<file path="config.mk">
export PLATFORM = sky130hd
export DESIGN_NAME = pccg_top
export DESIGN_NICKNAME = d
export VERILOG_FILES = /design/src/hw/pccg_pkg.sv /design/src/hw/pccg_top.sv /design/src/hw/pccg_gear_div.sv
export SDC_FILE = /design/constraint.sdc
export NUM_CORES = 1
export LEC_CHECK = 0
export BUFFER_PORTS_ARGS = -buffer_cell sky130_fd_sc_hd__buf_4
export CORE_ASPECT_RATIO = 0.5
export CORE_MARGIN = 1.5
export CORE_UTILIZATION = 45
export CTS_CLUSTER_SIZE = 12
export DETAILED_ROUTE_END_ITERATION = 12
export GPL_TIMING_DRIVEN = 0
export PLACE_DENSITY_LB_ADDON = 0.25
export REMOVE_ABC_BUFFERS = 1
export SYNTH_ARGS = -nofsm -noshare
export SYNTH_HDL_FRONTEND = slang
export SYNTH_HIERARCHICAL = 1
export SYNTH_SLANG_ARGS = --single-unit
</file>
<file path="constraint.sdc">
create_clock -name clock -period 3.3 [get_ports clock]
set_input_delay 0.33 -clock clock [delete_from_list [all_inputs] [get_ports clock]]
set_output_delay 0.33 -clock clock [all_outputs]
set_load 0.01 [all_outputs]
</file>
<file path="src/hw/pccg_pkg.sv">
package pccg_pkg;

  // Register indices as printed; each register's byte address is four times its index.
  localparam logic [15:0] PCCG_PGATE_IDX  = 16'h5080;
  localparam logic [15:0] PCCG_GEAR_IDX   = 16'h5081;
  localparam logic [15:0] PCCG_AUXB_IDX   = 16'h5082;
  localparam logic [15:0] PCCG_STATUS_IDX = 16'h5083;
  localparam logic [31:0] PCCG_PGATE_ADDR  = {14'h0000, PCCG_PGATE_IDX, 2'h0};
  localparam logic [31:0] PCCG_GEAR_ADDR   = {14'h0000, PCCG_GEAR_IDX, 2'h0};
  localparam logic [31:0] PCCG_AUXB_ADDR   = {14'h0000, PCCG_AUXB_IDX, 2'h0};
  localparam logic [31:0] PCCG_STATUS_ADDR = {14'h0000, PCCG_STATUS_IDX, 2'h0};

  // Field widths, reset values and codes.
  localparam int          PCCG_FIELD_W     = 2;
  localparam logic [1:0]  PCCG_PGATE_RESET = 2'h3;
  localparam logic [1:0]  PCCG_PGATE_ON    = 2'h3;
  localparam logic [1:0]  PCCG_PGATE_OFF   = 2'h0;
  localparam logic [1:0]  PCCG_GEAR_RESET  = 2'h0;
  localparam logic [1:0]  PCCG_GEAR_DIV8   = 2'h3;
  localparam logic        PCCG_AUXB_RESET  = 1'h0;
  localparam int          PCCG_AUXB_BIT    = 0;

  // Status register layout.
  localparam int          PCCG_STAT_GEAR_LSB  = 0;
  localparam int          PCCG_STAT_PGATE_LSB = 2;
  localparam int          PCCG_STAT_AUXB_BIT  = 4;

  // Gear divider counter.
  localparam int          PCCG_DIV_W   = 3;
  localparam logic [2:0]  PCCG_DIV_ONE = 3'h1;
  localparam logic [2:0]  PCCG_DIV_ZERO = 3'h0;

  // AHB-Lite encodings.
  localparam int          PCCG_HTRANS_ACTIVE_BIT = 1;
  localparam logic        PCCG_HRESP_OKAY        = 1'h0;
  localparam logic [31:0] PCCG_WORD_ZERO         = 32'h0000_0000;

endpackage : pccg_pkg

</file>
<file path="src/hw/pccg_top.sv">
`timescale 1ns/10ps
module pccg_top
  import pccg_pkg::*;
(
  // Clock and reset.
  input  wire logic        clock,
  input  wire logic        rst_n,
  // AHB-Lite slave port.
  input  wire logic        hsel,
  input  wire logic [31:0] haddr,
  input  wire logic [1:0]  htrans,
  input  wire logic        hwrite,
  input  wire logic [2:0]  hsize,
  input  wire logic [31:0] hwdata,
  input  wire logic        hready,
  output logic      [31:0] hrdata,
  output logic             hreadyout,
  output logic             hresp,
  // External clock output sources from the output dividers.
  input  wire logic        aux_a_src,
  input  wire logic        aux_b_src,
  // External clock output pins.
  output logic             aux_clock_out_a,
  output logic             aux_clock_out_b,
  // Clock enables for the downstream gating cells.
  output logic [1:0]       periph_clock_en,
  output logic             core_clock_en,
  // Port unit access and filter permission.
  output logic             port_access_ok
);

  logic        rst_meta_q;
  logic        rst_sync_n;
  logic        addr_ok;
  logic        wr_pend_q;
  logic [31:0] addr_q;
  logic [1:0]  pgate_q;
  logic [1:0]  pgate_d;
  logic [1:0]  gear_q;
  logic [1:0]  gear_d;
  logic        auxb_en_q;
  logic        auxb_en_d;
  logic        auxb_app_q;
  logic [1:0]  gear_applied;
  logic [1:0]  pclk_en_q;
  logic        aux_a_q;
  logic        aux_b_q;
  logic [31:0] rdata_d;
  logic [31:0] rdata_q;

  // Reset is released through two flip-flops.
  always_ff @(posedge clock or negedge rst_n) begin
    if (!rst_n) begin
      rst_meta_q <= 1'b0;
      rst_sync_n <= 1'b0;
    end else begin
      rst_meta_q <= 1'b1;
      rst_sync_n <= rst_meta_q;
    end
  end

  // A transfer is taken in its address phase when selected, the bus is ready and HTRANS is NONSEQ or SEQ.
  assign addr_ok = hsel && hready && htrans[PCCG_HTRANS_ACTIVE_BIT];

  // Write address is held for the data phase that follows.
  always_ff @(posedge clock or negedge rst_sync_n) begin
    if (!rst_sync_n) begin
      wr_pend_q <= 1'b0;
      addr_q    <= PCCG_WORD_ZERO;
    end else begin
      wr_pend_q <= addr_ok && hwrite;
      if (addr_ok) begin
        addr_q <= haddr;
      end
    end
  end

  // Next register values; only the documented field bits are stored.
  always_comb begin
    pgate_d   = pgate_q;
    gear_d    = gear_q;
    auxb_en_d = auxb_en_q;
    if (wr_pend_q) begin
      case (addr_q)
        PCCG_PGATE_ADDR: begin
          pgate_d = hwdata[PCCG_FIELD_W-1:0];
        end
        PCCG_GEAR_ADDR: begin
          gear_d = hwdata[PCCG_FIELD_W-1:0];
        end
        PCCG_AUXB_ADDR: begin
          auxb_en_d = hwdata[PCCG_AUXB_BIT];
        end
        default: begin
          pgate_d = pgate_q;
        end
      endcase
    end
  end

  // Control registers.
  always_ff @(posedge clock or negedge rst_sync_n) begin
    if (!rst_sync_n) begin
      pgate_q   <= PCCG_PGATE_RESET;
      gear_q    <= PCCG_GEAR_RESET;
      auxb_en_q <= PCCG_AUXB_RESET;
    end else begin
      pgate_q   <= pgate_d;
      gear_q    <= gear_d;
      auxb_en_q <= auxb_en_d;
    end
  end

  // Control register read data is formed in the address phase from next values, so a read right
  // after a write to the same register sees the new contents.
  always_comb begin
    rdata_d = PCCG_WORD_ZERO;
    case (haddr)
      PCCG_PGATE_ADDR: begin
        rdata_d[PCCG_FIELD_W-1:0] = pgate_d;
      end
      PCCG_GEAR_ADDR: begin
        rdata_d[PCCG_FIELD_W-1:0] = gear_d;
      end
      PCCG_AUXB_ADDR: begin
        rdata_d[PCCG_AUXB_BIT] = auxb_en_d;
      end
      PCCG_STATUS_ADDR: begin
        rdata_d[PCCG_STAT_GEAR_LSB +: PCCG_FIELD_W]  = gear_applied;
        rdata_d[PCCG_STAT_PGATE_LSB +: PCCG_FIELD_W] = pclk_en_q;
        rdata_d[PCCG_STAT_AUXB_BIT]                  = auxb_app_q;
      end
      default: begin
        rdata_d = PCCG_WORD_ZERO;
      end
    endcase
  end

  // Read data register; unmapped addresses read zero.
  always_ff @(posedge clock or negedge rst_sync_n) begin
    if (!rst_sync_n) begin
      rdata_q <= PCCG_WORD_ZERO;
    end else if (addr_ok && !hwrite) begin
      rdata_q <= rdata_d;
    end
  end

  // The slave never stalls and always answers OKAY.
  assign hrdata    = rdata_q;
  assign hreadyout = 1'b1;
  assign hresp     = PCCG_HRESP_OKAY;

  // Each gate field bit enables its half of the peripheral tree; whole cycles only.
  for (genvar i = 0; i < PCCG_FIELD_W; i++) begin : g_pgate
    always_ff @(posedge clock or negedge rst_sync_n) begin
      if (!rst_sync_n) begin
        pclk_en_q[i] <= PCCG_PGATE_RESET[i];
      end else begin
        pclk_en_q[i] <= pgate_q[i];
      end
    end
  end

  assign periph_clock_en = pclk_en_q;

  // Port unit needs the full peripheral clock for access and filtering.
  assign port_access_ok = (pclk_en_q == PCCG_PGATE_ON);

  // Core gear divider.
  pccg_gear_div u_gear_div (
    .clock         (clock),
    .rst_sync_n    (rst_sync_n),
    .gear_req      (gear_q),
    .gear_applied  (gear_applied),
    .core_clock_en (core_clock_en)
  );

  // Enable for output B is taken over only while its source is low.
  always_ff @(posedge clock or negedge rst_sync_n) begin
    if (!rst_sync_n) begin
      auxb_app_q <= PCCG_AUXB_RESET;
    end else if (!aux_b_src) begin
      auxb_app_q <= auxb_en_q;
    end
  end

  // Output pins; output A ignores the peripheral gate entirely.
  always_ff @(posedge clock or negedge rst_sync_n) begin
    if (!rst_sync_n) begin
      aux_a_q <= 1'b0;
      aux_b_q <= 1'b0;
    end else begin
      aux_a_q <= aux_a_src;
      aux_b_q <= aux_b_src && auxb_app_q;
    end
  end

  assign aux_clock_out_a = aux_a_q;
  assign aux_clock_out_b = aux_b_q;

  // The gate field starts out supplying the peripheral clock.
  pgate_reset_a: assert property (@(posedge clock)
    $rose(rst_sync_n) |-> (pgate_q == PCCG_PGATE_RESET && pclk_en_q == PCCG_PGATE_ON))
    else $error("Peripheral clock not supplied after reset.");

  // Writing zero to the gate field stops both halves two edges later.
  pgate_off_a: assert property (@(posedge clock) disable iff (!rst_sync_n)
    (wr_pend_q && addr_q == PCCG_PGATE_ADDR && hwdata[PCCG_FIELD_W-1:0] == PCCG_PGATE_OFF)
    |=> ##1 (periph_clock_en == PCCG_PGATE_OFF && !port_access_ok))
    else $error("Peripheral clock still enabled after gate off.");

  // Writing 0x3 turns the full tree on two edges later.
  pgate_on_a: assert property (@(posedge clock) disable iff (!rst_sync_n)
    (wr_pend_q && addr_q == PCCG_PGATE_ADDR && hwdata[PCCG_FIELD_W-1:0] == PCCG_PGATE_ON)
    |=> ##1 (periph_clock_en == PCCG_PGATE_ON))
    else $error("Peripheral clock not enabled after gate on.");

  // Port access follows the complete peripheral gate.
  port_access_a: assert property (@(posedge clock) disable iff (!rst_sync_n)
    port_access_ok == (periph_clock_en[0] && periph_clock_en[1]))
    else $error("Port access permission disagrees with peripheral gate.");

  // Output B is high only from a high source while its enable has been taken over.
  // The applied enable may lag the register while the source stays high, so it is checked instead.
  auxb_gate_a: assert property (@(posedge clock) disable iff (!rst_sync_n)
    aux_clock_out_b |-> $past(auxb_app_q) && $past(aux_b_src))
    else $error("Output B high without enable.");

  // Output B pulses are never cut: once high it stays as long as the source.
  auxb_whole_a: assert property (@(posedge clock) disable iff (!rst_sync_n)
    (aux_clock_out_b && aux_b_src) |=> aux_clock_out_b)
    else $error("Output B pulse truncated.");

  // Output A keeps following its source whatever the gate says.
  auxa_free_a: assert property (@(posedge clock) disable iff (!rst_sync_n)
    ##1 (aux_clock_out_a == $past(aux_a_src)))
    else $error("Output A stopped by peripheral gate.");

  // Reserved bits of the gate and gear registers read as zero.
  rsvd_zero_a: assert property (@(posedge clock) disable iff (!rst_sync_n)
    (addr_ok && !hwrite && (haddr == PCCG_PGATE_ADDR || haddr == PCCG_GEAR_ADDR))
    |=> (hrdata[31:2] == 30'h0000_0000))
    else $error("Reserved control bits read nonzero.");

  // The gear register resets to full speed.
  gear_reset_a: assert property (@(posedge clock)
    $rose(rst_sync_n) |-> (gear_q == PCCG_GEAR_RESET && gear_applied == PCCG_GEAR_RESET))
    else $error("Core gear not full speed after reset.");

endmodule : pccg_top

</file>
<file path="src/hw/pccg_gear_div.sv">
`timescale 1ns/10ps
module pccg_gear_div
  import pccg_pkg::*;
(
  // Clock and synchronised reset.
  input  wire logic       clock,
  input  wire logic       rst_sync_n,
  // Requested and applied gear.
  input  wire logic [1:0] gear_req,
  output logic      [1:0] gear_applied,
  // Core clock enable, one pulse per core clock period.
  output logic            core_clock_en
);

  logic [PCCG_DIV_W-1:0] count_q;
  logic [PCCG_DIV_W-1:0] count_d;
  logic [PCCG_DIV_W-1:0] limit;
  logic                  wrap;
  logic [1:0]            gear_q;
  logic                  en_q;

  // The period length follows the applied gear, never the requested one.
  assign limit   = (PCCG_DIV_ONE << gear_q) - PCCG_DIV_ONE;
  assign wrap    = (count_q == limit);
  assign count_d = wrap ? PCCG_DIV_ZERO : count_q + PCCG_DIV_ONE;

  // Period counter.
  always_ff @(posedge clock or negedge rst_sync_n) begin
    if (!rst_sync_n) begin
      count_q <= PCCG_DIV_ZERO;
    end else begin
      count_q <= count_d;
    end
  end

  // A new gear is taken only at a period boundary, so no period is cut short.
  always_ff @(posedge clock or negedge rst_sync_n) begin
    if (!rst_sync_n) begin
      gear_q <= PCCG_GEAR_RESET;
    end else if (wrap) begin
      gear_q <= gear_req;
    end
  end

  // One enable pulse marks the start of each core period.
  always_ff @(posedge clock or negedge rst_sync_n) begin
    if (!rst_sync_n) begin
      en_q <= 1'b0;
    end else begin
      en_q <= wrap;
    end
  end

  assign gear_applied  = gear_q;
  assign core_clock_en = en_q;

  // At the slowest gear the core sees exactly one pulse in eight cycles.
  gear_div8_a: assert property (@(posedge clock) disable iff (!rst_sync_n)
    (en_q && gear_q == PCCG_GEAR_DIV8) |=> !en_q [*7] ##1 en_q)
    else $error("Core enable spacing wrong at divide by eight.");

  // The applied gear only moves at the start of a core period.
  gear_switch_a: assert property (@(posedge clock) disable iff (!rst_sync_n)
    !$stable(gear_q) |-> en_q)
    else $error("Core gear changed inside a core period.");

endmodule : pccg_gear_div

</file>
After elaboration in Yosys (flattened, before gate mapping)
Cells that the tools add are included.
{"block": "word_totals", "romBits": 0, "output_inout_bits": 40, "latchBits": 0, "mem_count": 0, "register_bits": 56, "word_cells": 44, "mem_bits_rw": 0, "in_bits": 76}
{"block": "classes", "multipliers": 0, "div_mod_pow": 0, "reduce_logical": 6, "n_eq_ne": 9, "order_cmp": 0, "addsub": 2, "n_mux": 10, "shift": 1, "bitwise_logic": 0}
{"cell": "32-bit by 17-bit == test with 1-bit output (second input constant)", "n": 7}
{"cell": "2-bit two-way mux", "n": 4}
{"cell": "3-bit two-way mux", "n": 2}
{"cell": "1-bit logical AND", "n": 5}
{"cell": "1-bit case mux with 4 select lines", "n": 1}
{"cell": "3-bit by 1-bit adder with 3-bit output (second input constant)", "n": 1}
{"cell": "3-bit == test", "n": 1}
{"cell": "1-bit case mux with 3 select lines", "n": 1}
{"cell": "1-bit by 2-bit << shifter with 3-bit output (first input constant)", "n": 1}
{"cell": "3-bit by 1-bit subtractor with 3-bit output (second input constant)", "n": 1}
{"cell": "2-bit == test (second input constant)", "n": 1}
{"cell": "1-bit two-way mux", "n": 2}
{"cell": "1-bit logical NOT", "n": 1}

Longest topological paths before layout
{"block": "logic_depth", "word_depth": 4, "depth_mapped": 6, "mapped_depth_nobuf": 6}

Cells and area by module
Netlist, hierarchy kept.
{"mod": "pccg_top", "n_inst": 1, "area_per_inst_um2": 2367.3, "cells_per_inst": 185, "seq_area_each_um2": 1256.2}
{"mod": "pccg_gear_div", "n_inst": 1, "area_per_inst_um2": 367.9, "cells_per_inst": 37, "seq_area_each_um2": 150.1}

Least setup slack after synthesis
Ideal clock, no wire load.
{"block": "synth_path", "path_type": "register -> register", "startpoint": "register addr_q[11]", "endpoint": "register rdata_q[1], in the netlist hrdata[1]", "synth_period_minus_slack_ns": 2.153, "path_buffers": 0, "required_time_ns": 3.180, "path_slack_ns": 1.147, "path_stages_with_launch": 7, "setup_time_ns": 0.120, "t_arrival_ns": 2.033, "path_cell_list": "dfrtp_1 nor4b_4 nand4_4 nor4_4 mux2_2 mux2_1 a31o_1"}
{"block": "synth_between", "elab_chain_cells": 4, "word_cells_on_any_way": 7, "cone_classes": "2 x eq/ne; 5 x mux"}
{"item": "from (decl)", "line_no": "pccg_top.sv:36", "rtl": "logic [31:0] addr_q;"}
{"item": "from (signal assigned)", "line_no": "pccg_top.sv:73", "rtl": "addr_q <= haddr;"}
{"item": "32-bit by 17-bit == test with 1-bit output", "line_no": "pccg_top.sv:84", "rtl": "case (addr_q)"}
{"item": "2-bit two-way mux", "line_no": "pccg_top.sv:84"}
{"item": "2-bit two-way mux", "line_no": "pccg_top.sv:83", "rtl": "if (wr_pend_q) begin"}
{"item": "net gear_d[1]", "line_no": "pccg_top.sv:40", "rtl": "logic [1:0] gear_d;"}
{"item": "1-bit case mux with 3 select lines", "line_no": "pccg_top.sv:118", "rtl": "case (haddr)"}
{"item": "to (signal assigned)", "line_no": "pccg_top.sv:144", "rtl": "rdata_q <= rdata_d;"}
{"item": "to (decl)", "line_no": "pccg_top.sv:49", "rtl": "logic [31:0] rdata_q;"}
The timed path passes the listed nets, and every way through them passes these cells.
A chain may end at the register's enable or synchronous reset.

Worst setup path in the final report
{"block": "layout_path", "startpoint": "register addr_q[24]", "endpoint": "register rdata_q[1], in the netlist hrdata[1]"}
{"block": "layout_between", "elab_chain_cells": 4, "word_cells_on_any_way": 7, "cone_classes": "2 x eq/ne; 5 x mux"}
{"item": "32-bit by 17-bit == test with 1-bit output", "line_no": "pccg_top.sv:84"}
{"item": "2-bit two-way mux", "line_no": "pccg_top.sv:84"}
{"item": "2-bit two-way mux", "line_no": "pccg_top.sv:83"}
{"item": "net pgate_d[1]", "line_no": "pccg_top.sv:38", "rtl": "logic [1:0] pgate_d;"}
{"item": "1-bit case mux with 3 select lines", "line_no": "pccg_top.sv:118"}
The timed path passes the listed nets, and every way through them passes these cells.

==> flow_metrics.env <==
export IMPL_startpoint_type="flop"
export IMPL_drv_cap=0
export IMPL_min_path_type="input port to flop"
export IMPL_synth_area_top_cells="dfrtp_1 48%, mux2_2 15%, buf_4 8.2%"
export IMPL_stdcell_count=351
export IMPL_power_leakage_nw=1.50
export IMPL_power_frac_comb=0.123
export IMPL_synth_most_common_cell="dfrtp_1"
export IMPL_hold_viol=0
export IMPL_netlist_cell_type_count=48
export IMPL_cts_clk_slew_worst_paths_ns=0.07
export IMPL_hpwl_mm=3.70
export IMPL_worst_slack_ns=0.826
export IMPL_rows=19
export IMPL_fin_crit_sh=0.750
export IMPL_yosysSeqAreaShare=0.514
export IMPL_pre_cts_ws_ns=0.563
export IMPL_p_int_mw=1.18
export IMPL_drc_errors=0
export IMPL_cts_buffers=5
export IMPL_nets=354
export IMPL_worstMarginPinSlew_ns=0.809
export IMPL_synth_flop_cell="dfrtp_1"
export IMPL_design_area_sq_mm=0.00326
export IMPL_slew_headroom=0.460
export IMPL_antenna_found_initial=0
export IMPL_maxSlewViolCount=0
export IMPL_critPathMaxFanout=4
export IMPL_final_setup_viol_count=0
export IMPL_dp_cells=342
export IMPL_period_needed_ns=2.47
export IMPL_antenna_left=0
export IMPL_finalSetupTns_ns=0
export IMPL_area_growth_syn_to_layout_pct=19.3
export IMPL_cts_sinks=56
export IMPL_drtIter0Drc=24
export IMPL_start_util=0.483
export IMPL_ir_worst_vdd_mv=0.228
export IMPL_overflow=0
export IMPL_first_global_vias=1756
export IMPL_p_switching_mw=0.367
export IMPL_holdPathEnd="aux_clock_out_a"
export IMPL_power_share_clock=0.345
export IMPL_grt_pass1_wl_mm=8.19
export IMPL_yosysTopAreaCellShare=0.476
export IMPL_syn_area_sq_mm=0.00274
export IMPL_tritoncts="built"
export IMPL_die_y_microns=58.1
export IMPL_core_sq_mm=0.00566
export IMPL_avgSynthCellArea_sq_um=12.3
export IMPL_synth_edff_count=0
export IMPL_synth_cells=222
export IMPL_powerDensity_mw_per_mm2=475
export IMPL_cp_end_kind="flop"
export IMPL_gp_congestion=0.826
export IMPL_htreeDepth=2
export IMPL_clock_fmax_mhz=404
export IMPL_ys_warnings_count=6
export IMPL_final_fill_count=485
export IMPL_routedWlPerCell_microns=13.9
export IMPL_track_usage=0.160
export IMPL_fin_worst_skew_ns=0.00590
export IMPL_async_flop_share=1.00
export IMPL_ff2ff_path_depth=6
export IMPL_via_per_inst=5.14
export IMPL_drive_gt1_frac=0.396
export IMPL_io_pin_count=116
export IMPL_drt_first_pass_iters=4
export IMPL_clock_latency_ns=0.29
export IMPL_r2r_slack_ns=0.83
export IMPL_vias=1805
export IMPL_wl_mm=4.88
export IMPL_yosys_area_top_type="dfrtp_1"
export IMPL_run_status="finished clean"
export IMPL_cts_resized=0
export IMPL_crit_required_ns=3.48
export IMPL_path_class="flop to flop"
export IMPL_rr_startpoint="addr_q[24]"
export IMPL_port_buffers=52
export IMPL_finalPower_mw=1.55
export IMPL_synthTopCellsByCount="52 x dfrtp_1, 36 x mux2_2, 30 x buf_4, 11 x nor4_1, 10 x nand2_1"
export IMPL_grt_max_degree=36
export IMPL_reg2reg_to="hrdata[1]"
export IMPL_die_x_microns=113
export IMPL_swShare=0.237
export IMPL_rsz0062_at_grt="false"
export IMPL_root_buffer="clkbuf_16"
export IMPL_holdPathStages=1
export IMPL_place_area_sq_mm=0.00310
export IMPL_ys_ff_latch=56
export IMPL_hold_start="aux_a_src"
export IMPL_die_area_sq_mm=0.00658
export IMPL_clock_path_buffers=2
export IMPL_num_antenna_cells=0
export IMPL_cp_arrival_ns=2.65
export IMPL_pwr_share_seq=0.532
==> kinds of logic (layout without fill, tap and decap cells) <==
family / after synthesis / after routing / synth area share
adders and majority gates: 1 / 1 / 0.00457
muxes: 39 / 39 / 0.161
buffers and inverters: 41 / 69 / 0.0979
AOI/OAI and AO/OA: 21 / 21 / 0.0544
DFF: 56 / 56 / 0.514
xor gates and xnor gates: 1 / 1 / 0.00320
and+or+nand+nor: 61 / 61 / 0.161
other: 2 / 30 / 0.00275
==> power by group through the flow <==
stage                     Clock [mW]  Sequential, mW  Combinational (mW)
final                          0.535           0.823               0.190
after global routing           0.580           0.836               0.209
after CTS                      0.551           0.825               0.193
after detailed placement           0           0.837               0.191
after global placement             0           0.838               0.175
after floorplan                    0           0.826               0.120
==> flip-flops by register name, indices dropped and copies added (netlist names) <==
| register | count |
|---|---|
| periph_clock_en | 2 |
| addr_q | 32 |
| hrdata | 5 |
| wr_pend_q | 1 |
| auxb_app_q | 1 |
| pgate_q | 2 |
| aux_clock_out_a | 1 |
| gear_q | 2 |
| u_gear_div/gear_applied | 2 |
| rst_sync_n | 1 |
| u_gear_div/core_clock_en | 1 |
| aux_clock_out_b | 1 |
| u_gear_div/count_q | 3 |
| rst_meta_q | 1 |
| auxb_en_q | 1 |
==> critical path: stages, from the launching register on <==
cell     delay [ns]
dfrtp_1        0.38
nor4_1         0.38
nand3_1        0.33
nor4b_4        0.45
mux2_4         0.34
mux2_1         0.28
a31o_1         0.21
==> per-stage QoR <==
step / hold slack, ns / util
3_5_place_dp: 0.114 / 0.548
5_1_grt: 0.138 / 0.577
3_3_place_gp: 0.113 / 0.544
6_report: 0.149 / 0.577
4_1_cts: 0.143 / 0.577
2_1_floorplan: 0.0344 / -
==> layout by cell type (no fill, tap or decap), types with 2 or more instances in the layout <==
master,n
nor2_1,9
buf_4,52
dfrtp_1,51
nor4b_1,2
inv_1,7
nand2_1,10
nor4_4,2
and2_1,2
mux2_2,36
nor4b_4,2
nor4bb_1,3
nor4_1,11
conb_1,30
dfstp_2,4
nand4_1,2
nor3_1,3
clkbuf_16,5
nand3_1,2
nand2b_1,4
a21oi_1,2
o21ai_0,7
==> routing by layer <==
metal  global-route usage  vias to the layer above  routed length, microns
met2                0.248                       68                    2160
met4               0.0429                        0                      27
li1                     -                      849                       -
met1                0.224                      886                    2460
met5                    0                        -                       0
met3               0.0439                        2                     236
==> how the worst max path moves through the flow <==
stage,from,slack (ns),end
finish,addr_q[24],0.83,hrdata[1]
global route,htrans[1],0.68,hrdata[0]
floorplan,htrans[1],1.03,hrdata[0]
detailed placement,htrans[1],0.56,hrdata[0]
CTS,addr_q[24],0.83,hrdata[1]
global placement,htrans[1],0.57,hrdata[0]
==> area by class of cell <==
cell class | instances | area [sq um] | area share
clock buffer | 7 | 143 | 0.0437
clock inverter | 1 | 7.51 | 0.00230
inverter | 7 | 26.3 | 0.00806
multi-input combinational | 153 | 1170 | 0.357
sequential | 56 | 1410 | 0.432
tap | 73 | 91.3 | 0.0280
timing repair buffer | 54 | 420 | 0.129
==> timing repair <==
item / in CTS / in global routing
hold buffers: 1 / 0
hold endpoints to repair: 2 / 0
endpoints found under the setup margin: 0 / 0
setup buffers: 0 / 0
Note: power is estimated with default switching activity, not from simulation.
